`src/rtl/pllsw_pkg.sv`:
```
// pllsw_pkg: constants, register map and carrier types of the loop divider and
// reference switchover controller
// assumes pclk at 125 MHz stands in for the loop oscillator; analog loop is outside
`default_nettype none
package pllsw_pkg;
  localparam int unsigned CLK_MHZ       = 125;
  localparam int unsigned RELOCK_US     = 100;
  localparam int unsigned RELOCK_CYC    = RELOCK_US * CLK_MHZ;
  localparam int unsigned N_POST        = 10;
  localparam int unsigned N_REGIONAL    = 2;
  localparam int unsigned N_GLOBAL      = 4;
  localparam int unsigned N_EXTERNAL    = 4;
  localparam int unsigned N_INTERNAL    = 6;
  localparam int unsigned PHASE_TAPS    = 8;
  localparam int unsigned PHASE_DEG     = 45;
  localparam int unsigned DELAY_STEP_PS = 250;
  localparam int unsigned DELAY_WIN_PS  = 3000;
  localparam int          DELAY_STEPS   = DELAY_WIN_PS / DELAY_STEP_PS;
  localparam logic [10:0] PRE_MAX       = 11'h200;
  localparam logic [10:0] MUL_MAX       = 11'h200;
  localparam logic [10:0] POST_MAX      = 11'h400;
  localparam logic [10:0] POST_MAX_ODD  = 11'h200;
  localparam logic [11:0] OFS_PRE       = 12'h000;
  localparam logic [11:0] OFS_MUL       = 12'h004;
  localparam logic [11:0] OFS_CTRL      = 12'h008;
  localparam logic [11:0] OFS_STATUS    = 12'h00c;
  localparam logic [11:0] OFS_IRQ_ST    = 12'h010;
  localparam logic [11:0] OFS_IRQ_MASK  = 12'h014;
  localparam logic [11:0] OFS_SENSE     = 12'h018;
  localparam logic [11:0] OFS_POST      = 12'h020;
  localparam logic [11:0] OFS_POST_END  = 12'h048;
  localparam int unsigned POS_DIV       = 0;
  localparam int unsigned POS_NON50     = 16;
  localparam int unsigned POS_PHASE     = 17;
  localparam int unsigned POS_DELAY     = 24;
  localparam int unsigned POS_AUTO      = 0;
  localparam int unsigned POS_SOFT      = 1;
  localparam int unsigned IRQ_SWITCH    = 0;
  localparam int unsigned IRQ_LOST      = 1;
  localparam int unsigned IRQ_CFG_ERR   = 2;
  localparam int unsigned IRQ_LOCKED    = 3;
  localparam logic [9:0]  RST_PRE       = 10'h001;
  localparam logic [9:0]  RST_MUL       = 10'h001;
  localparam logic [10:0] RST_POST_DIV  = 11'h001;
  localparam logic [15:0] RST_SENSE     = 16'h0010;
  localparam logic        RST_AUTO      = 1'b1;

  typedef enum logic [1:0] {
    PLLSW_RUN   = 2'b00,
    PLLSW_DRAIN = 2'b01,
    PLLSW_SWAP  = 2'b10,
    PLLSW_ARM   = 2'b11
  } pllsw_state_type;

  typedef struct packed {
    logic [4:0]  delay;
    logic [2:0]  phase;
    logic        non50;
    logic [10:0] div;
  } pllsw_post_type;

  typedef struct packed {
    logic [9:0]                  pre;
    logic [9:0]                  mul;
    pllsw_post_type [N_POST-1:0] post;
  } pllsw_cfg_type;

  typedef struct packed {
    pllsw_cfg_type               cfg;
    logic                        auto_en;
    logic                        soft_req;
    logic [15:0]                 sense_lim;
    logic [3:0]                  irq_st;
    logic [3:0]                  irq_mask;
    logic [31:0]                 prdata;
    logic                        hit;
    logic [1:0]                  ref_s1;
    logic [1:0]                  ref_s2;
    logic [1:0]                  ref_s3;
    logic [2:0]                  req_s;
    logic [15:0]                 sense_cnt;
    logic                        prim_bad;
    logic                        sel;
    logic                        gate;
    pllsw_state_type             st;
    logic                        locked;
    logic [23:0]                 relock;
    logic [N_POST-1:0][10:0]     divcnt;
    logic [N_POST-1:0]           clko;
  } pllsw_regs_type;
endpackage
`default_nettype wire

```
`src/rtl/pllsw_ctrl.sv`:
```
// pllsw_ctrl: divider settings, output dividers, reference sense and glitchless
// switchover of the loop, with an apb register slave and one interrupt
// assumes reference pins and switch request are asynchronous to pclk
`default_nettype none
module pllsw_ctrl
  import pllsw_pkg::*;
#(
  parameter int unsigned RELOCK_CYCLES = RELOCK_CYC
) (
  input  wire logic               pclk,
  input  wire logic               presetn,
  input  wire logic               psel,
  input  wire logic               penable,
  input  wire logic               pwrite,
  input  wire logic [11:0]        paddr,
  input  wire logic [31:0]        pwdata,
  output logic      [31:0]        prdata,
  output logic                    pready,
  output logic                    pslverr,
  input  wire logic               reference_input_first,
  input  wire logic               reference_input_second,
  input  wire logic               clk_switch_req,
  output logic                    ref_select,
  output logic                    ref_gate_en,
  output logic                    pll_locked,
  output logic [N_REGIONAL-1:0]   clk_regional,
  output logic [N_GLOBAL-1:0]     clk_global,
  output logic [N_EXTERNAL-1:0]   clk_external,
  output pllsw_cfg_type           loop_cfg,
  output logic                    irq
);

  pllsw_regs_type s_r;
  pllsw_regs_type s_nxt;

  logic           setup;
  logic           wr;
  logic           hit;
  logic [3:0]     pidx;
  logic [31:0]    rd;
  logic [3:0]     ev;
  pllsw_post_type wpost;
  logic           first_rise;
  logic           second_rise;
  logic           req_rise;
  logic           cur_lvl;
  logic           cur_dead;
  logic           go;

  function automatic logic in_range(input logic [10:0] v, input logic [10:0] max);
    return (v != 11'h000) && (v <= max);
  endfunction

  function automatic logic post_ok(input pllsw_post_type c);
    logic [10:0] lim;
    lim = c.non50 ? POST_MAX_ODD : POST_MAX;
    return in_range(c.div, lim) &&
           ($signed(c.delay) >= $signed(5'(-DELAY_STEPS))) &&
           ($signed(c.delay) <= $signed(5'(DELAY_STEPS)));
  endfunction

  function automatic logic [31:0] post_word(input pllsw_post_type c);
    return (32'(c.div) << POS_DIV) | (32'(c.non50) << POS_NON50) |
           (32'(c.phase) << POS_PHASE) | (32'(c.delay) << POS_DELAY);
  endfunction

  function automatic logic [10:0] high_len(input pllsw_post_type c);
    logic [11:0] half;
    half = ({1'b0, c.div} + 12'h001) >> 1;
    return c.non50 ? 11'h001 : half[10:0];
  endfunction

  assign setup      = psel & ~penable;
  assign wr         = psel & penable & pwrite & hit;
  assign pidx       = 4'((paddr - OFS_POST) >> 2);
  assign wpost.div   = pwdata[POS_DIV +: 11];
  assign wpost.non50 = pwdata[POS_NON50];
  assign wpost.phase = pwdata[POS_PHASE +: 3];
  assign wpost.delay = pwdata[POS_DELAY +: 5];

  // sync stage two against stage three for edges
  assign first_rise  = s_r.ref_s2[0] & ~s_r.ref_s3[0];
  assign second_rise = s_r.ref_s2[1] & ~s_r.ref_s3[1];
  assign req_rise    = s_r.req_s[1] & ~s_r.req_s[2];
  assign cur_lvl     = s_r.sel ? s_r.ref_s2[1] : s_r.ref_s2[0];
  assign cur_dead    = ~s_r.sel & s_r.prim_bad;
  assign go = (s_r.auto_en & ~s_r.sel & s_r.prim_bad) |
              req_rise | s_r.soft_req;

  // read decode
  always_comb begin
    rd  = 32'h0000_0000;
    hit = 1'b1;
    if (paddr == OFS_PRE) begin
      rd = {22'h00_0000, s_r.cfg.pre};
    end else if (paddr == OFS_MUL) begin
      rd = {22'h00_0000, s_r.cfg.mul};
    end else if (paddr == OFS_CTRL) begin
      rd = 32'(s_r.auto_en) << POS_AUTO;
    end else if (paddr == OFS_STATUS) begin
      rd = {26'h000_0000, s_r.st, s_r.gate, s_r.prim_bad, s_r.locked, s_r.sel};
    end else if (paddr == OFS_IRQ_ST) begin
      rd = {28'h000_0000, s_r.irq_st};
    end else if (paddr == OFS_IRQ_MASK) begin
      rd = {28'h000_0000, s_r.irq_mask};
    end else if (paddr == OFS_SENSE) begin
      rd = {16'h0000, s_r.sense_lim};
    end else if ((paddr >= OFS_POST) && (paddr < OFS_POST_END) &&
                 (paddr[1:0] == 2'b00)) begin
      rd = post_word(s_r.cfg.post[pidx]);
    end else begin
      hit = 1'b0;
    end
  end

  always_comb begin
    s_nxt = s_r;
    ev    = 4'h0;

    // apb: data latched in setup, answered in access
    if (setup) begin
      s_nxt.prdata = rd;
      s_nxt.hit    = hit;
    end
    if (wr) begin
      if (paddr == OFS_PRE) begin
        if (in_range(pwdata[10:0], PRE_MAX)) begin
          s_nxt.cfg.pre = pwdata[9:0];
          s_nxt.locked  = 1'b0;
          s_nxt.relock  = 24'h00_0000;
        end else begin
          ev[IRQ_CFG_ERR] = 1'b1;
        end
      end
      if (paddr == OFS_MUL) begin
        if (in_range(pwdata[10:0], MUL_MAX)) begin
          s_nxt.cfg.mul = pwdata[9:0];
          s_nxt.locked  = 1'b0;
          s_nxt.relock  = 24'h00_0000;
        end else begin
          ev[IRQ_CFG_ERR] = 1'b1;
        end
      end
      if (paddr == OFS_CTRL) begin
        s_nxt.auto_en  = pwdata[POS_AUTO];
        s_nxt.soft_req = pwdata[POS_SOFT] | s_r.soft_req;
      end
      if (paddr == OFS_IRQ_MASK) begin
        s_nxt.irq_mask = pwdata[3:0];
      end
      if (paddr == OFS_SENSE) begin
        s_nxt.sense_lim = pwdata[15:0];
      end
      if ((paddr >= OFS_POST) && (paddr < OFS_POST_END)) begin
        // phase tap in eighths of the oscillator period, 45 degrees each
        if (post_ok(wpost)) begin
          s_nxt.cfg.post[pidx] = wpost;
        end else begin
          ev[IRQ_CFG_ERR] = 1'b1;
        end
      end
    end

    // synchronisers for pins
    s_nxt.ref_s1 = {reference_input_second, reference_input_first};
    s_nxt.ref_s2 = s_r.ref_s1;
    s_nxt.ref_s3 = s_r.ref_s2;
    s_nxt.req_s  = {s_r.req_s[1:0], clk_switch_req};

    // primary sense counted in secondary cycles
    if (first_rise) begin
      s_nxt.sense_cnt = 16'h0000;
      s_nxt.prim_bad  = 1'b0;
    end else if (second_rise && !s_r.prim_bad) begin
      s_nxt.sense_cnt = s_r.sense_cnt + 16'h0001;
      if ((s_r.sense_cnt + 16'h0001) >= s_r.sense_lim) begin
        s_nxt.prim_bad = 1'b1;
        ev[IRQ_LOST]   = 1'b1;
      end
    end

    // switchover: gate off on a low level, swap, gate on at a low level
    unique case (s_r.st)
      PLLSW_RUN: begin
        if (go) begin
          s_nxt.soft_req = 1'b0;
          s_nxt.st       = PLLSW_DRAIN;
        end
      end
      PLLSW_DRAIN: begin
        if (!cur_lvl || cur_dead) begin
          s_nxt.gate = 1'b0;
          s_nxt.st   = PLLSW_SWAP;
        end
      end
      PLLSW_SWAP: begin
        s_nxt.sel = ~s_r.sel;
        s_nxt.st  = PLLSW_ARM;
      end
      PLLSW_ARM: begin
        if (!cur_lvl || cur_dead) begin
          s_nxt.gate     = 1'b1;
          s_nxt.locked   = 1'b0;
          s_nxt.relock   = 24'h00_0000;
          s_nxt.st       = PLLSW_RUN;
          ev[IRQ_SWITCH] = 1'b1;
        end
      end
    endcase

    // relock timer bounds time to lock on the new reference
    if (!s_r.locked && s_nxt.locked == s_r.locked && s_r.st == PLLSW_RUN) begin
      if (s_r.relock >= 24'(RELOCK_CYCLES - 1)) begin
        s_nxt.locked   = 1'b1;
        ev[IRQ_LOCKED] = 1'b1;
      end else begin
        s_nxt.relock = s_r.relock + 24'h00_0001;
      end
    end

    // post-scale dividers run from the oscillator regardless of switchover
    for (int i = 0; i < N_POST; i++) begin
      if (s_r.divcnt[i] >= (s_r.cfg.post[i].div - 11'h001)) begin
        s_nxt.divcnt[i] = 11'h000;
      end else begin
        s_nxt.divcnt[i] = s_r.divcnt[i] + 11'h001;
      end
      s_nxt.clko[i] = s_nxt.divcnt[i] < high_len(s_r.cfg.post[i]);
    end

    // sticky status: set wins over a write-one clear
    s_nxt.irq_st = s_r.irq_st;
    if (wr && paddr == OFS_IRQ_ST) begin
      s_nxt.irq_st = s_r.irq_st & ~pwdata[3:0];
    end
    s_nxt.irq_st = s_nxt.irq_st | ev;
  end

  always_ff @(posedge pclk or negedge presetn) begin
    if (!presetn) begin
      s_r           <= '0;
      s_r.cfg.pre   <= RST_PRE;
      s_r.cfg.mul   <= RST_MUL;
      for (int i = 0; i < N_POST; i++) begin
        s_r.cfg.post[i].div <= RST_POST_DIV;
      end
      s_r.auto_en   <= RST_AUTO;
      s_r.sense_lim <= RST_SENSE;
      s_r.gate      <= 1'b1;
      s_r.st        <= PLLSW_RUN;
    end else begin
      s_r <= s_nxt;
    end
  end

  assign pready       = 1'b1;
  assign pslverr      = psel & penable & ~s_r.hit;
  assign prdata       = s_r.prdata;
  assign ref_select   = s_r.sel;
  assign ref_gate_en  = s_r.gate;
  assign pll_locked   = s_r.locked;
  // divider outputs: regional, then global, then external dividers
  assign clk_regional = s_r.clko[N_REGIONAL-1:0];
  assign clk_global   = s_r.clko[N_INTERNAL-1:N_REGIONAL];
  assign clk_external = s_r.clko[N_POST-1:N_INTERNAL];
  assign loop_cfg     = s_r.cfg;
  assign irq          = |(s_r.irq_st & s_r.irq_mask);

endmodule // pllsw_ctrl
`default_nettype wire

```
`config.mk`:
```
export PLATFORM = sky130hd
export DESIGN_NAME = pllsw_ctrl
export DESIGN_NICKNAME = d
export VERILOG_FILES = /design/src/rtl/pllsw_pkg.sv /design/src/rtl/pllsw_ctrl.sv
export SDC_FILE = /design/constraint.sdc
export NUM_CORES = 1
export LEC_CHECK = 0
export BUFFER_PORTS_ARGS = -buffer_cell sky130_fd_sc_hd__buf_2
export CORE_MARGIN = 1.5
export CORE_UTILIZATION = 60
export CTS_CLUSTER_SIZE = 24
export DETAILED_ROUTE_END_ITERATION = 7
export PLACE_DENSITY_LB_ADDON = 0.05
export SYNTH_ARGS = -nofsm -noshare
export SYNTH_HDL_FRONTEND = slang
export SYNTH_SLANG_ARGS = --single-unit
export TNS_END_PERCENT = 20
```
`constraint.sdc`:
```
create_clock -name pclk -period 6.5 [get_ports pclk]
set_clock_uncertainty 0.15 [all_clocks]
set_input_delay 0.65 -clock pclk [delete_from_list [all_inputs] [get_ports pclk]]
set_output_delay 0.65 -clock pclk [all_outputs]
set_load 0.005 [all_outputs]
```
== Word-level counts from Yosys, hierarchy flattened ==
Cells that the tools add are included.
Cells by class
  reduce and logical (&&, ||, !) cells: 32
  equal/unequal tests: 13
  $lt $le $gt $ge: 30
  add/subtract/negate cells: 33
  mux-type cells: 80
  bitwise logic cells: 27
Operators by type and width (number)
  2-to-1 mux 11 bit: 21
  bitwise mux 200 bit: 1
  2-to-1 mux 25 bit: 7
  2-to-1 mux 29 bit: 6
  adder 11 x 1 -> 12 bit (second input constant): 10
  adder 11 x 1 -> 11 bit (second input constant): 10
  greater-or-equal comparator 11 bit: 10
  less-than comparator 11 bit: 10
  subtractor 11 x 1 -> 11 bit (second input constant): 10
  binary-select mux 20 bit (select 4 bit): 1
  demux 20 bit (select 4 bit): 1
  2-to-1 mux 32 bit: 2
  2-to-1 mux 17 bit: 3
  2-to-1 mux 20 bit: 2
  equality test 12 x 5 -> 1 bit (second input constant): 3
  OR 20 x 29 -> 29 bit: 1
  2-to-1 mux 1 bit: 28
  2-to-1 mux 28 bit: 1
  adder 24 x 1 -> 24 bit (second input constant): 1
  equality test 12 x 4 -> 1 bit (second input constant): 2
  greater-or-equal comparator 24 x 14 -> 1 bit (second input constant): 1
  2-to-1 mux 24 bit: 1
  OR 17 x 20 -> 20 bit: 1
  OR 11 x 17 -> 17 bit: 1
  38 further kinds: 81
Storage, ports and cells
  logic and storage cells: 286
  input bits: 52
  register bits: 454
  output and inout bits: 268

== Depth between registers and ports, before layout ==
  depth after elaboration: 20
  gate-level depth with buffers: 21
  gate-level depth less buffers: 20

== Worst setup path after synthesis ==
No wires, ideal clock.
  kind: flip-flop to flip-flop
  start: register s_r, in the netlist loop_cfg[122]
  end: register s_r, in the netlist clk_external[0]
  cell stages (with the launch flop): 20
  clock period less this slack: 4114 ps
  path buffers: 2
  setup time: 86 ps
  data arrival time: 3878 ps
  data required time: 6264 ps
  path slack: 2386 ps
  cell sequence: dfrtp_1 -> clkbuf_1 -> nor4_1 -> nand2_1 -> nor3_1 -> xnor2_1 -> ha_1 -> or4_1 -> a211oi_1 -> o21ai_0 -> a21o_1 -> clkbuf_1 -> nor2_1 -> ha_1 -> a21o_1 -> a21o_1 -> a21oi_1 -> o21a_1 -> o21ai_0 -> nor3_1
RTL lines
  start, declared: line pllsw_ctrl.sv:33  | pllsw_regs_type s_r;
  start signal, assigned: line pllsw_ctrl.sv:252  | s_r <= s_nxt;

==> flow_results.org <==
** Status
- Outcome :: finished with violations
- The final reports fail on DRC.

** Floorplan
- The initial utilization of the core area, before any placement, comes to 0.6101.
- 320 I/O pins were placed.
- Die ar. :: 53760 µm²
- The floorplan step defined a core boundary enclosing between 50000 and 60000 µm².
- Measured along the x axis, the die boundary spans 231.9 µm.
- Row cnt :: 83
- Die Span Y :: 231.9 µm

** Worst setup path
- By instance count, the cell type seen most on the critical path is a21o_1.
- STA puts the critical path data required time at 6.87 ns.
- The largest individual stage delay along the critical path comes from the cell dfrtp_1.
- STA classifies the critical path startpoint as a flop.
- For this run, the slowest stage of the critical path takes 0.58 ns.
- Largest fanout on the critical path :: 13
- STA puts the critical path data arrival time at 5.22 ns.
- Critical-path cell list :: nor4_1, nand3_1, nor4_1, xnor2_1, ha_1, or4_1, a211oi_1, o21ai_0, a21o_1, nor2_1, ha_1, a21o_1, a21o_1, a21oi_1, o21a_1, o21ai_0, nor3_1
- The setup path with the least slack is of type flop to flop.
- Critical Path End Type :: flop

** Synthesis
- Synthesis produced a netlist whose cell count is 3225.
- Of the synthesized area, sequential elements account for 0.3565.
- Yosys warning count :: 0
- Top cell types by occurrence after synthesis :: dfrtp_1, ha_1, buf_4
- After synthesis, the share of flip-flops with an asynchronous set or reset is 1.000.
- By area the synthesized netlist is led by dfrtp_1, ha_1, mux2_2.
- In this run the cell area of the synthesized design comes to 31430 µm².
- dfrtp_1 takes more of the synthesized area than any other cell.
- EDFF count, synth :: 0
- Dominant cell by count in the synthesized netlist :: dfrtp_1
- Number of register bits inferred by synthesis :: 447
- Of the post-synthesis cell area, the dominant cell type holds 0.3440.
- Main synth FF type :: dfrtp_1
- Dividing the synthesized area by the synthesized cell count gives 9.745 µm².
- Counting distinct cell types in the post-synthesis netlist gives 70.

** Final layout
- The net count of the finished layout is 3491.
- Ratio of cells with drive above 1 in the final layout :: 0.2187
- Compared with the post-synthesis result, the final layout area differs by 5.828%.
- End-of-flow core utilization :: 0.6457
- After routing the design area is between 30000 and 40000 µm².

** Power
- Cell-internal power :: roughly 4.9 mW
- Post-layout total power :: roughly 6.5 mW
- For this design the static power due to leakage is 16.78 nW.
- Combinational cell fraction of total power :: 0.078
- In this run the power spent charging and discharging nets is 1.649 mW.
- Part of the power in the clock network :: 0.469
- Of the total power, registers draw 0.452.
- Peak supply drop :: 0.0002623 V
- Share of total power consumed by net switching :: 0.2537
- Power density over cell area :: 195.4 nW/µm²

** Timing
- Shortest period the worst path allows :: 4.852 ns
- Post-route setup TNS :: 0 ns
- Unrepaired setup endpoints after global routing :: false
- For this run, the top clock speed supported by timing is slightly above 200 MHz.
- Slew at the pin with the worst max-slew slack :: approximately 1.3 ns
- Remaining max-slew budget at the tightest pin :: 0.1425
- The tightest hold path in the finished design has a slack of 0.1061 ns.
- Max Transition Viols Final :: 0
- The final hold violation count was 0.
- Dividing the final minimum period by the clock period gives 0.7465.
- Setup violations remaining at the end of the flow were counted as 0.

** Global route
- In the global route stage, met1 resource usage came out at 0.4272.
- Met3 Track Usage GR :: 0.05366
- Via count of the first global-routing pass :: 23120
- Entering global routing, the biggest net connects 153 pins.
- Number of antenna violations at the first check in global routing :: 7
- Layer with the highest usage :: met2
- Global-route wire length before repair :: 134200 µm
- Global-route track usage on met2 :: 0.5191
- Overall routing resource usage :: 0.3205
- Total congestion overflow :: 0

** Hold path
- The min-delay analysis places its worst path in the category primary input to flop.

** Placed design
- The placed instances occupy a cell area of about 31000 µm².
- Input and output buffers added on the ports amount to slightly above 300.
- After legalization and detailed placement, the total HPWL measured 63690 µm.
- GPL Wtd Cong :: 0.9344

** Detailed routing
- Summing over every cut layer, the via total after detailed routing is 23770.
- Dividing the detail-routed wire length by the instance count gives 22.23 µm.
- The pre-antenna-repair detailed-routing pass consisted of 8 iterations.
- In this run the remaining antenna-violating nets after routing total 0.
- In the routed layout, each cell is associated on average with a via count of 6.093.
- Total DRC errors in the routed layout :: 1
- The first routing iteration left ~1900 violations.
- Summed over all layers, the routed wires come to 86710 µm.

** Clock tree
- Clock tree synthesis inserted a total of 50 buffers.
- Post-cts hold buffer count :: 4
- CTS root buffer :: clkbuf_16
- Maximum root-to-sink buffer count :: 3
- Clock-pin slew was measured on the worst setup and hold paths at 0.06 ns.
- CTS-repair resized insts :: 0
- H-tree Lvls :: 2
- CTS sink count :: about 450
- Clk_lat worst skew :: approximately 0.62 ns
- TritonCTS built the clock tree.
- Post-CTS setup buffer count :: 0

** Flow run
- The tool flagged a number of max-cap violations equal to 0.
## power groups by stage
stage | clock [mW] | combinational (mW) | sequential (mW)
2_1_floorplan | 0 | 0.315 | 2.96
3_3_place_gp | 0 | 0.489 | 2.98
3_5_place_dp | 0 | 0.508 | 2.99
4_1_cts | 3.09 | 0.511 | 2.94
5_1_grt | 3.21 | 0.576 | 2.95
6_report | 3.05 | 0.509 | 2.94
## worst paths after layout
path	from	endpoint	slack (ns)	cells after the start
max	loop_cfg[102]$_DFFE_PN0P_	clk_global[3]$_DFF_PN0_	1.65	17
min	pwdata[13]	s_r[229]$_DFFE_PN0P_	0.11	2
max reg2reg	loop_cfg[102]$_DFFE_PN0P_	clk_global[3]$_DFF_PN0_	1.65	17
min reg2reg	s_nxt[171]$_DFF_PN0_	s_nxt[169]$_DFF_PN0_	0.20	0
max in group asynchronous	presetn	s_r[13]$_DFF_PN0_	4.26	3
min in group asynchronous	presetn	clk_external[0]$_DFF_PN0_	0.52	2
## worst max-delay path, delay by kind of cell (launching register included)
family          cells  cell delay (ns)
compound gates      8             1.41
xor+xnor            1             0.15
fa+ha+maj           2             0.50
flops               1             0.58
simple gates        6             1.97
## sequential cells by signal (all words and copies together) (netlist names)
register,count
clk_regional,2
ref_select,1
s_nxt,6
loop_cfg,220
s_r,183
pll_locked,1
ref_gate_en,1
prdata,25
clk_external,4
clk_global,4
## placed cells by master (no fill, tap or decap), types with 43 or more instances in the layout
master	n
or3_1	43
and3_1	74
dfrtp_1	432
ha_1	265
inv_1	82
a21oi_1	98
clkbuf_16	51
o21ai_0	112
nand2_1	165
nor2_1	223
buf_2	302
mux2_2	208
nand3_1	202
a21o_1	62
nand2b_1	102
xor2_1	128
xnor2_1	150
## cells by family (layout without fill, tap and decap cells)
family,count (synthesis),count (layout),share of synthesized area
buffers and inverters,522,506,0.09491
AO/OA/AOI/OAI,400,400,0.08150
adder cells (fa/ha/maj),265,265,0.1055
AND/OR/NAND/NOR,1007,1007,0.1629
multiplexers,304,304,0.1209
XOR/XNOR,278,278,0.07747
flip-flops,447,447,0.3565
other,2,14,0.0002390
## layer usage
| layer | vias to the layer above | part of all wire |
|---|---|---|
| met5 | - | 0.00015 |
| met4 | 2 | 0.039 |
| met3 | 191 | 0.061 |
| met1 | 11860 | 0.43 |
| li1 | 10980 | - |
| met2 | 741 | 0.47 |
## cell type report
| class | count | area, µm² |
|---|---|---|
| flip-flops and latches | 447 | 11200 |
| inverters | 82 | 307.8 |
| repair buffers | 331 | 1772 |
| multi-input cells | 2262 | 17330 |
| clock inverters | 22 | 325.3 |
| clock buffers | 71 | 1451 |
| fillers | 4341 | 18250 |
| diodes | 6 | 15.01 |
| well taps | 680 | 850.8 |
## stage by stage
step                setup slack, ns  instances
floorplan                     2.387       3231
global placement              1.749       3798
detailed placement            1.605       3798
CTS                           1.571       3895
global route                  1.369       3900
finish                        1.648       3901
Note: power is estimated with default switching activity, not from simulation.
